$ cat config.mk
export PLATFORM = sky130hd
export DESIGN_NAME = per_device_mode_register_select
export DESIGN_NICKNAME = d
export VERILOG_FILES = /design/src/mode_reg_store.v /design/src/pda_mrs_select.v
export VERILOG_INCLUDE_DIRS = /design/src /design/src/src
export SDC_FILE = /design/constraint.sdc
export NUM_CORES = 1
export LEC_CHECK = 0
export ABC_AREA = 1
export BUFFER_PORTS_ARGS = -buffer_cell sky130_fd_sc_hd__buf_2
export CAP_MARGIN = 10
export CORE_MARGIN = 1.5
export CORE_UTILIZATION = 35
export DETAILED_ROUTE_END_ITERATION = 8
export PLACE_DENSITY = 0.59
export SYNTH_ARGS = -nofsm -noshare
export SYNTH_HDL_FRONTEND = slang
export SYNTH_HIERARCHICAL = 1
export SYNTH_SLANG_ARGS = --single-unit
export TNS_END_PERCENT = 30
$ cat constraint.sdc
create_clock -name i_clock -period 4.2 [get_ports i_clock]
set_input_delay 0.63 -clock i_clock [delete_from_list [all_inputs] [get_ports i_clock]]
set_output_delay 0.63 -clock i_clock [all_outputs]
set_load 0.02 [all_outputs]
$ cat src/pda_consts.vh
// Constants for the per-device mode register select logic.
// Assumes a 200 MHz core clock and mode register writes of 14 bits.
`ifndef SELECT_CONSTS_VH
`define SELECT_CONSTS_VH

// ----------------------------------------------------------------
// Mode register layout
// ----------------------------------------------------------------
`define MR_DATA_W 14
`define MR_SEL_W 3
`define MR_COUNT 8
`define MR1_SEL 3'h1
`define MR2_SEL 3'h2
`define MR3_SEL 3'h3
`define MR5_SEL 3'h5
`define MR3_MODE_BIT 4
`define MR1_NOM_HI 10
`define MR1_NOM_LO 8
`define MR2_WR_TERM_HI 11
`define MR2_WR_TERM_LO 9
`define MR5_PARK_HI 8
`define MR5_PARK_LO 6
`define MR_RESET_VALUE 14'h0000

// ----------------------------------------------------------------
// Timing
// ----------------------------------------------------------------
`define CLOCK_PERIOD_PS 5000
`define CAPTURE_TIMEOUT_NS 2000
`define CAPTURE_TIMEOUT_CYCLES ((`CAPTURE_TIMEOUT_NS * 1000) / `CLOCK_PERIOD_PS)
`define STROBE_SAMPLE_EDGE 2'h2
`define TERM_DELAY_DEPTH 32

`endif

$ cat src/mode_reg_store.v
// Storage for the eight mode registers with a registered read port.
// Assumes the write strobe comes from logic on the same clock.
`include "pda_consts.vh"
`default_nettype none

module mode_reg_store (
    // Clock and reset
    input wire i_clock,
    input wire i_rst,
    // Write port
    input wire i_wr_en,
    input wire [`MR_SEL_W-1:0] i_wr_sel,
    input wire [`MR_DATA_W-1:0] i_wr_data,
    // Read port
    input wire [`MR_SEL_W-1:0] i_rd_sel,
    output reg [`MR_DATA_W-1:0] o_rd_data
);

    reg [`MR_DATA_W-1:0] store [0:`MR_COUNT-1];
    integer k;

    // Write and registered read; reset clears all words
    always @(posedge i_clock) begin
        if (i_rst) begin
            for (k = 0; k < `MR_COUNT; k = k + 1) begin
                store[k] <= `MR_RESET_VALUE;
            end
            o_rd_data <= `MR_RESET_VALUE;
        end else begin
            if (i_wr_en) begin
                store[i_wr_sel] <= i_wr_data;
            end
            o_rd_data <= store[i_rd_sel];
        end
    end

endmodule
`default_nettype wire

$ cat src/pda_mrs_select.v
// Per-device MRS qualification, mode register writes and termination control.
// Assumes the MRS strobe and fields come from the command decoder on i_clock,
// while strobe, select lane and ODT arrive as pins from outside the domain.
`include "pda_consts.vh"
`default_nettype none

module per_device_mode_register_select (
    // Clock and reset
    input wire i_clock,
    input wire i_rst,
    // Decoded MRS command
    input wire i_mrs_valid,
    input wire [`MR_SEL_W-1:0] i_mrs_sel,
    input wire [`MR_DATA_W-1:0] i_mrs_data,
    input wire i_burst_chop,
    // Data pins
    input wire i_dqs,
    input wire i_select_data_lane,
    // Termination pin and latencies in core cycles
    input wire i_odt,
    input wire [4:0] i_direct_term_on_latency,
    input wire [4:0] i_direct_term_off_latency,
    // Readback
    input wire [`MR_SEL_W-1:0] i_rd_sel,
    output wire [`MR_DATA_W-1:0] o_rd_data,
    // Status
    output reg o_per_device_addressing,
    output reg o_busy,
    output reg o_mrs_applied,
    output reg o_mrs_ignored,
    output reg o_capture_timeout,
    output reg o_burst_chop_seen,
    // Termination
    output reg [2:0] o_nominal_termination,
    output reg [2:0] o_park_termination,
    output reg o_dynamic_term_enable,
    output reg o_nominal_term_on
);

    // ----------------------------------------------------------------
    // Pin synchronisers
    // ----------------------------------------------------------------
    reg [2:0] dqs_sync;
    reg [2:0] lane_sync;
    reg [2:0] odt_sync;
    reg dqs_level;
    reg lane_level;
    reg odt_level;
    reg dqs_prev;

    // Three flops; a new level counts only once stages two and three agree
    always @(posedge i_clock) begin
        if (i_rst) begin
            dqs_sync <= 3'h0;
            lane_sync <= 3'h0;
            odt_sync <= 3'h0;
            dqs_level <= 1'b0;
            lane_level <= 1'b0;
            odt_level <= 1'b0;
            dqs_prev <= 1'b0;
        end else begin
            dqs_sync <= {dqs_sync[1:0], i_dqs};
            lane_sync <= {lane_sync[1:0], i_select_data_lane};
            odt_sync <= {odt_sync[1:0], i_odt};
            if (dqs_sync[1] == dqs_sync[2]) begin
                dqs_level <= dqs_sync[2];
            end
            if (lane_sync[1] == lane_sync[2]) begin
                lane_level <= lane_sync[2];
            end
            if (odt_sync[1] == odt_sync[2]) begin
                odt_level <= odt_sync[2];
            end
            dqs_prev <= dqs_level;
        end
    end

    wire dqs_rise = dqs_level & ~dqs_prev;

    // ----------------------------------------------------------------
    // Command qualification
    // ----------------------------------------------------------------
    localparam ST_IDLE = 1'b0;
    localparam ST_CAPTURE = 1'b1;
    localparam [31:0] TIMEOUT_CYCLES = `CAPTURE_TIMEOUT_CYCLES;
    localparam [15:0] TIMEOUT = TIMEOUT_CYCLES[15:0];

    reg state;
    reg next_state;
    reg [`MR_SEL_W-1:0] held_sel;
    reg [`MR_DATA_W-1:0] held_data;
    reg [1:0] edge_count;
    reg [15:0] wait_count;
    reg wr_en;
    reg [`MR_SEL_W-1:0] wr_sel;
    reg [`MR_DATA_W-1:0] wr_data;
    reg ignore;
    reg timed_out;

    wire sample_now = dqs_rise && (edge_count == `STROBE_SAMPLE_EDGE - 2'h1);

    // Decide per command: direct write, wait for strobes, or drop
    always @* begin
        next_state = state;
        wr_en = 1'b0;
        wr_sel = i_mrs_sel;
        wr_data = i_mrs_data;
        ignore = 1'b0;
        timed_out = 1'b0;
        case (state)
            ST_IDLE: begin
                if (i_mrs_valid) begin
                    if (o_per_device_addressing) begin
                        next_state = ST_CAPTURE;
                    end else begin
                        wr_en = 1'b1;
                    end
                end
            end
            ST_CAPTURE: begin
                wr_sel = held_sel;
                wr_data = held_data;
                if (sample_now) begin
                    // Same rule for chop-4 and length-8, second rising edge
                    next_state = ST_IDLE;
                    wr_en = ~lane_level;
                    ignore = lane_level;
                end else if (wait_count == TIMEOUT) begin
                    // Second strobe rising edge never came; drop rather than hang
                    next_state = ST_IDLE;
                    ignore = 1'b1;
                    timed_out = 1'b1;
                end
            end
            default: begin
                next_state = ST_IDLE;
            end
        endcase
    end

    // Capture state, held command and strobe edge count
    always @(posedge i_clock) begin
        if (i_rst) begin
            state <= ST_IDLE;
            held_sel <= 3'h0;
            held_data <= `MR_RESET_VALUE;
            edge_count <= 2'h0;
            wait_count <= 16'h0000;
            o_busy <= 1'b0;
            o_mrs_applied <= 1'b0;
            o_mrs_ignored <= 1'b0;
            o_capture_timeout <= 1'b0;
            o_burst_chop_seen <= 1'b0;
        end else begin
            state <= next_state;
            o_busy <= (next_state == ST_CAPTURE);
            o_mrs_applied <= wr_en;
            o_mrs_ignored <= ignore;
            o_capture_timeout <= timed_out;
            if (state == ST_IDLE && i_mrs_valid) begin
                held_sel <= i_mrs_sel;
                held_data <= i_mrs_data;
                o_burst_chop_seen <= i_burst_chop;
                edge_count <= 2'h0;
                wait_count <= 16'h0000;
            end else if (state == ST_CAPTURE) begin
                wait_count <= wait_count + 16'h0001;
                if (dqs_rise) begin
                    edge_count <= edge_count + 2'h1;
                end
            end
        end
    end

    // ----------------------------------------------------------------
    // Mode register fields used here
    // ----------------------------------------------------------------
    reg dyn_setting;

    // Any MR3 write replaces every bit, so exit rewrites the whole word
    always @(posedge i_clock) begin
        if (i_rst) begin
            o_per_device_addressing <= 1'b0;
            dyn_setting <= 1'b0;
            o_nominal_termination <= 3'h0;
            o_park_termination <= 3'h0;
            o_dynamic_term_enable <= 1'b0;
        end else begin
            if (wr_en && wr_sel == `MR3_SEL) begin
                o_per_device_addressing <= wr_data[`MR3_MODE_BIT];
            end
            if (wr_en && wr_sel == `MR1_SEL) begin
                o_nominal_termination <= wr_data[`MR1_NOM_HI:`MR1_NOM_LO];
            end
            if (wr_en && wr_sel == `MR5_SEL) begin
                o_park_termination <= wr_data[`MR5_PARK_HI:`MR5_PARK_LO];
            end
            if (wr_en && wr_sel == `MR2_SEL) begin
                dyn_setting <= |wr_data[`MR2_WR_TERM_HI:`MR2_WR_TERM_LO];
            end
            // Setting is kept, so leaving the mode brings switching back
            o_dynamic_term_enable <= dyn_setting & ~o_per_device_addressing;
        end
    end

    mode_reg_store u_store (
        .i_clock(i_clock),
        .i_rst(i_rst),
        .i_wr_en(wr_en),
        .i_wr_sel(wr_sel),
        .i_wr_data(wr_data),
        .i_rd_sel(i_rd_sel),
        .o_rd_data(o_rd_data)
    );

    // ----------------------------------------------------------------
    // Direct termination from the ODT pin
    // ----------------------------------------------------------------
    reg [`TERM_DELAY_DEPTH-1:0] odt_delay;

    // Delay line tapped at the on and off latencies
    always @(posedge i_clock) begin
        if (i_rst) begin
            odt_delay <= 32'h00000000;
            o_nominal_term_on <= 1'b0;
        end else begin
            odt_delay <= {odt_delay[`TERM_DELAY_DEPTH-2:0], odt_level};
            if (o_nominal_termination == 3'h0) begin
                o_nominal_term_on <= 1'b0;
            end else if (odt_delay[i_direct_term_on_latency]) begin
                o_nominal_term_on <= 1'b1;
            end else if (!odt_delay[i_direct_term_off_latency]) begin
                o_nominal_term_on <= 1'b0;
            end
        end
    end

endmodule
`default_nettype wire

==> results of run 1 <==
-- flip-flops by register name (all words and copies together) (netlist names), 2 cells and up --
signal and count:
dqs_sync 3, held_data 14, odt_sync 3, wait_count 16
edge_count 2, o_nominal_termination 3, u_store/store 112, odt_delay 32
o_park_termination 3, held_sel 3, u_store/o_rd_data 14, lane_sync 3
-- layout make-up --
class,count,area [um^2]
Multi-Input combinational cell,758,3323
Clock inverter,13,122.6
Fill cell,2854,16590
Tap cell,378,473.0
Timing Repair Buffer,68,350.3
Inverter,238,893.4
Clock buffer,33,708.2
Sequential cell,221,5545
-- worst min-delay path, stage by stage --
cell and delay (ps):
buf_2 70, inv_1 30, nor2_1 60
-- report_power, final --
| group | internal, mW | switching [mW] |
|---|---|---|
| Sequential | 2.34 | 0.0245 |
| Clock | 1.31 | 0.860 |
| Combinational | 0.102 | 0.292 |
-- worst min-delay path by stage --
stage                            start           end  slack, ps  depth (start not counted)
floorplan                  dqs_sync[0]   dqs_sync[1]        390                          2
global route        i_select_data_lane  lane_sync[0]        300                          3
CTS                              i_dqs   dqs_sync[0]        290                          3
detailed placement        lane_sync[0]  lane_sync[1]        390                          2
global placement          lane_sync[0]  lane_sync[1]        390                          2
finish                           i_dqs   dqs_sync[0]        310                          3
-- layer usage --
layer | part of all wire [%] | vias up | global-route usage [%]
met4 | 2.8 | 0 | 5.180
li1 | - | 4010 | -
met2 | 45 | 241 | 27.38
met1 | 46 | 3649 | 23.57
met3 | 5.9 | 46 | 2.335
met5 | 0 | - | 0
-- cells by family after synthesis --
family | after synthesis
AND/OR/NAND/NOR | 668
AO/OA/AOI/OAI | 85
adder cells (fa/ha/maj) | 3
XOR/XNOR | 2
buffers and inverters | 290
flip-flops | 221
-- Yosys cell counts --
library cell  count  area share, %
nor3_4            1           0.16
nor2_2            5           0.31
and3_1            1          0.062
edfxtp_1        112             34
a211oi_1          1          0.075
nand2_1         290             11
inv_2             6           0.22
o211ai_1          3           0.22
ha_1              3           0.37
nand3_1         130            6.5
o22ai_4           1           0.20
buf_2            30            1.5
nor2_1          206            7.7
dfxtp_1         109             22
nor3_2            2           0.20
nand4_1           3           0.19
xor2_1            2           0.17
buf_6             2           0.22
nand3_2           2           0.20
clkbuf_1         14           0.52
nor2_4            2           0.22
nand2_2          10           0.62
o21ai_2           3           0.26
a21oi_1          33            1.6
inv_1           232            8.7
or2_0             1          0.062
nand2_4           1           0.11
nor3_1           11           0.55
o21ai_0          41            2.0
o31ai_1           1          0.075
nor4_1            1          0.062
nand3b_1          2           0.15
buf_4             6           0.45
o21ai_1           2           0.10
==> run metrics, run 1 <==
Final Max Tran Viols 0; hold_buf cts 0; cell count after placement 1,663; Final min period 2646 ps; RSZ-0062 raised after global routing false; Post-DP HPWL 16.53 mm; io pins 65; Hold WS 310.3 ps; xor/xnor share of the synthesized area 0.1746%; Worst Path Buf+Inv 1; final worst slack 1554 ps; slowest CP cell nand2_1; CP Class register to register; Tcrit/Tclk final 63.00%; WP data required 4350 ps; Final Hold Viols 0; r2r worst-path depth 9; share of cells above drive strength 1 10.52%; vias 7,946; critical path depth in cells 9; synth unique cells 34; first-pass GRT wire length 38.87 mm; largest net degree at the start of global routing 57; vias in the first global route 7,450; number of H-tree levels 1; Area Overhead vs Synth 13.79%; fmax 0.3779 GHz; Vias per Instance 4.650; run status finished clean; reg-to-reg slack, setup 1550 ps; Syn Inst Count 1,269; core area 28,010 um^2; commonest non-fill, non-tap cell in the layout nand2_1; diode count 0; Final Util 40.76%; Simple-Gate Fraction of Synth Area 27.95%; CTS tree yes; critical path fanouts, max 15; FF+latch count, synth 221; Worst R2R End u_store/store[0][5]; Critical Path AT 2800 ps; CTS buffer count 25; Initial Utilization 35.82%; Slowest Stage Delay on Critical Path 490 ps; Routability Congestion 0.8018; Setup crit end u_store/store[0][5]; YS warnings 6; nets 1,352; clock skew 14.97 ps; fin cells 1,709; Die H 172.3 um; worst min-delay path category input port to register; Mapped Avg Cell Area 7.906 um^2; Compound-Gate Fraction of Synth Area 4.627%; die width 172.3 um; Port Buf Inserts 64; Max VDD drop 0.0003067 V; worst r2r src edge_count[1]; final setup fails 0; Total GRT Usage 16.96%; DP Area 10,590 um^2; Num Clock Sinks 221; overall power 4.934 mW; Reg clk slew, reported paths 60 ps; crit-path cells inv_1 > ha_1 > and3_1 > nand2_1 > o22ai_4 > nand2_1 > nor2_4 > nand2_2 > nand2_1; most frequent cells in the layout nand2_1 (290), inv_1 (232), nor2_1 (206); root buffer cell clkbuf_16; largest family of logic cells by synthesized area simple AND/OR/NAND/NOR gates; clock latency on the worst-skew pair 520 ps; Setup TNS 0 ps; post-synthesis mux area share 0%; sequential area share after synthesis 55.28%; Placement Setup Slack 1400 ps; Routed Antenna Nets 0; leakage 5.110 nW; Slew @ Worst Pin 956.0 ps; # rows 61; Synth Area in Adders 0.3742%; initial antenna violation count 0; CP dominant cell by count nand2_1; Worst slew margin 36.27%; Total Wirelength 24.62 mm; DRT Pass-1 Iters 7; Initial DRC Count 641; total global routing overflow 0; Worst setup EP type register; Clock Tree Buf Depth 3; setup repair bufs after CTS 0; WL per Instance 14.40 um; CTS resizes 0; Startpoint Class register; post-synth net total 1,309; final std cell area, no fill 11,420 um^2; DR DRC count 0; Power Dens Cells 432.2 nW/um^2; Worst Setup SP edge_count[1]; CP delay by family, top simple AND/OR/NAND/NOR gates; die area 29,690 um^2; max_cap viols 0; Netlist Area Pre-Place 10,030 um^2
(Power assumes the default switching activity.)
==> inputs of run 2 (changes only) <==
--- a/config.mk
+++ b/config.mk
@@ -6,7 +6,7 @@
 export SDC_FILE = /design/constraint.sdc
 export NUM_CORES = 1
 export LEC_CHECK = 0
-export ABC_AREA = 1
+export ABC_AREA = 0
 export BUFFER_PORTS_ARGS = -buffer_cell sky130_fd_sc_hd__buf_2
 export CAP_MARGIN = 10
 export CORE_MARGIN = 1.5
==> constraint.sdc (replaced) <==
create_clock -name i_clock -period 2.52 [get_ports i_clock]
set_input_delay 0.378 -clock i_clock [delete_from_list [all_inputs] [get_ports i_clock]]
set_output_delay 0.378 -clock i_clock [all_outputs]
set_load 0.02 [all_outputs]
==> run 2 against run 1 <==
  * The flow now finishes with violations (DRC)
  * Power grew 63%
  * First-iteration DRC count down 61%
  * Sequential power grew 67%
  * Clock power increased by 62%
  * Global-route usage down 2.2 points
  * Final cell count decreased by 34%
  * Synthesized cell count down 45%
  * Critical path depth shrank 1
  * Setup slack worse by 1400 ps
  * Critical path type unchanged
  * Highest routed layer unchanged
==> run metrics, run 2 <==
run status complete, but fails checks (was finished clean); failing checks DRC; Num Clock Sinks 221 (unchanged); initial antenna violation count 0 (unchanged); Synth top area share 35.98% (was 33.52%); biggest regs u_store/store (112), odt_delay (32), wait_count (16) (unchanged); critical path fanouts, max 15 (unchanged); Worst setup EP type register (unchanged); Slowest Stage Delay on Critical Path 440 ps (was 490 ps); CP delay by family, top simple AND/OR/NAND/NOR gates (unchanged); Vias per Instance 4.969 (was 4.650); root buffer cell clkbuf_16 (unchanged); Critical Path AT 2620 ps (was 2800 ps); Post-DP HPWL 13.75 mm (was 16.53 mm); Syn Inst Count 703 (was 1,269); Total GRT Usage 14.75% (was 16.96%); Hold WS 48.40 ps (was 310.3 ps); Routability Congestion 0.7706 (was 0.8018); most frequent cells in the layout and2_1 (114), edfxtp_1 (112), dfxtp_1 (108) (was nand2_1 (290), inv_1 (232), nor2_1 (206)); slowest CP cell or3b_4 (was nand2_1); combinational power share 6.9% (was 8.0%); Area contributors post-synth edfxtp_1 (36%), dfxtp_1 (23%), mux4_2 (11%), and2_1 (7.6%), nor2b_1 (2.9%) (was edfxtp_1 (34%), dfxtp_1 (22%), nand2_1 (11%), inv_1 (8.7%), nor2_1 (7.7%)); fmax 0.4148 GHz (was 0.3779 GHz); overall power 8.026 mW (was 4.934 mW); WL per Instance 17.94 um (was 14.40 um); top-count cell post-synth and2_1 (was nand2_1); die area 27,700 um^2 (was 29,690 um^2); diode count 0 (unchanged); final worst slack 109.0 ps (was 1554 ps); Startpoint Class register (unchanged); nets 822 (was 1,352); leakage 4.112 nW (was 5.110 nW); Worst slew margin 53.07% (was 36.27%); first-pass GRT wire length 31.99 mm (was 38.87 mm); worst r2r src edge_count[1] (unchanged); Synth Flop Type edfxtp_1 (unchanged); Initial DRC Count 249 (was 641); Setup TNS 0 ps (unchanged); FF+latch count, synth 221 (unchanged); vias in the first global route 5,654 (was 7,450); number of synthesized flops with an enable pin 112 (unchanged); Final Hold Viols 0 (unchanged); post-synthesis async set-or-reset flop share 0% (unchanged); reg-to-reg slack, setup 110 ps (was 1550 ps); Slew @ Worst Pin 704.0 ps (was 956.0 ps); RSZ-0062 raised after global routing true (was false); max_cap viols 0 (unchanged); crit-path cells inv_1 > ha_1 > and3b_2 > a32oi_1 > clkinv_1 > or3b_4 > nor3_4 > or2_4 (was inv_1 > ha_1 > and3_1 > nand2_1 > o22ai_4 > nand2_1 > nor2_4 > nand2_2 > nand2_1); # rows 59 (was 61); clock network fraction of total power 43.9% (was 44.0%); Total Wirelength 20.38 mm (was 24.62 mm); post-synth net total 743 (was 1,309); YS warnings 6 (unchanged); Internal Dissipation 6.206 mW (was 3.757 mW); Power Dens Cells 735.6 nW/um^2 (was 432.2 nW/um^2); commonest non-fill, non-tap cell in the layout and2_1 (was nand2_1); Area Overhead vs Synth 16.72% (was 13.79%); vias 5,645 (was 7,946); core area 26,130 um^2 (was 28,010 um^2); sequential area share after synthesis 59.32% (was 55.28%); CTS buffer count 25 (unchanged); Final Max Tran Viols 0 (unchanged); Final min period 2411 ps (was 2646 ps); WP data required 2730 ps (was 4350 ps); Biggest register u_store/store (unchanged); synth unique cells 54 (was 34); Worst Setup SP edge_count[1] (unchanged); number of H-tree levels 1 (unchanged); DRT Pass-1 Iters 8 (was 7); P_sw 1.820 mW (was 1.177 mW); Placement Setup Slack 68.86 ps (was 1400 ps); Worst Path Buf+Inv 2 (was 1); Reg clk slew, reported paths 60 ps (about the same); worst min-delay path category input port to register (unchanged); Die H 166.4 um (was 172.3 um); Port Buf Inserts 64 (unchanged); final setup fails 0 (unchanged); area of the multi-input gates 3577 um^2 (was 3323 um^2); HP Start i_select_data_lane (was i_dqs); total global routing overflow 0 (unchanged); clock latency on the worst-skew pair 530 ps (was 520 ps); Mapped Avg Cell Area 13.30 um^2 (was 7.906 um^2); fill cell count 2,505 (was 2,854); post-synth top area cell edfxtp_1 (unchanged); Register Area 5547 um^2 (was 5545 um^2); Tcrit/Tclk final 95.68% (was 63.00%); most frequent cells after synthesis and2_1 (114), edfxtp_1 (112), dfxtp_1 (109), mux4_2 (44), nor2b_1 (43) (was nand2_1 (290), inv_1 (232), nor2_1 (206), nand3_1 (130), edfxtp_1 (112)); Routed Antenna Nets 0 (unchanged); share of cells above drive strength 1 25.84% (was 10.52%); max reg flops 112 (unchanged); Clock Tree Buf Depth 3 (unchanged); Netlist Area Pre-Place 9348 um^2 (was 10,030 um^2); hold_buf cts 0 (unchanged); Initial Utilization 35.77% (was 35.82%); CP Class register to register (unchanged); CTS tree yes (unchanged); switching share of total power 22.67% (was 23.86%); Seq pwr share 49.2% (was 48.0%); clock skew 12.89 ps (was 14.97 ps); Max VDD drop 0.0004578 V (was 0.0003067 V); die width 166.4 um (was 172.3 um); DR DRC count 4 (was 0); largest net degree at the start of global routing 69 (was 57); io pins 65 (unchanged)
[run 2: cell types whose count changed after synthesis, sizes merged, moves of 19 or more]
cell	previous run	this run
a21oi	33	14
a22o	0	20
and2	0	114
buf	38	19
inv	238	10
mux2i	0	20
mux4	0	44
nand2	301	13
nand3	132	4
nor2	213	43
nor2b	0	43
o21ai	46	9
[run 2: logic make-up after synthesis]
kind of cell	Yosys count	share of synthesized area [%]
flops	221	59.32
xor+xnor	10	0.9369
mux	80	14.67
fa+ha+maj	3	0.4016
simple gates	284	17.92
compound gates	56	4.217
buf+inv	49	2.530
[run 2: timing repair]
action,4_1_cts,5_1_grt
resized for setup,0,4
buffers inserted,0,0
endpoints found under the setup margin,0,42
[run 2: worst paths after layout]
kind / cells after the start / end
max reg2reg: 8 / u_store/store[0][0]
min reg2reg: 1 / odt_sync[1]
max: 8 / u_store/store[0][0]
min: 2 / lane_sync[0]
[run 2: routing by layer]
layer  GRT usage, %  wire [um]  up-vias  share of wire, %
li1               -          -     2715                 -
met1          20.95       9746     2773                48
met4          3.478        336        0               1.6
met5              0          0        -                 0
met2          23.86       9479      130                47
met3          2.210        819       27               4.0
[run 2: area by class of cell]
type                            instances  area share (%)
Sequential cell                       221           50.84
Clock inverter                         12           1.181
Clock buffer                           34           6.135
Inverter                               11          0.3784
Timing Repair Buffer                   90           4.839
Multi-Input combinational cell        433           32.79
Tap cell                              335           3.842
[run 2: power by group through the flow]
stage	Sequential, mW	Combinational, mW	Clock, mW
floorplan	4.04	0.330	0
global route	3.96	0.600	3.74
global placement	4.03	0.552	0
detailed placement	4.03	0.556	0
finish	3.95	0.554	3.52
CTS	3.95	0.558	3.61
[run 2: stage by stage]
step	area, um^2	std cells	util [%]
after CTS	10900	1136	41.71
after global placement	10100	1090	38.66
final	10910	1136	41.75
after floorplan	9350	703	-
after detailed placement	10100	1090	38.66
after global routing	10910	1136	41.75
[run 2: worst reg2reg max path, stage by stage (launching register included)]
cell and delay, ps:
dfxtp_1 310, inv_1 50, ha_1 120, and3b_2 190
a32oi_1 120, clkinv_1 70, or3b_4 440, nor3_4 430
or2_4 350
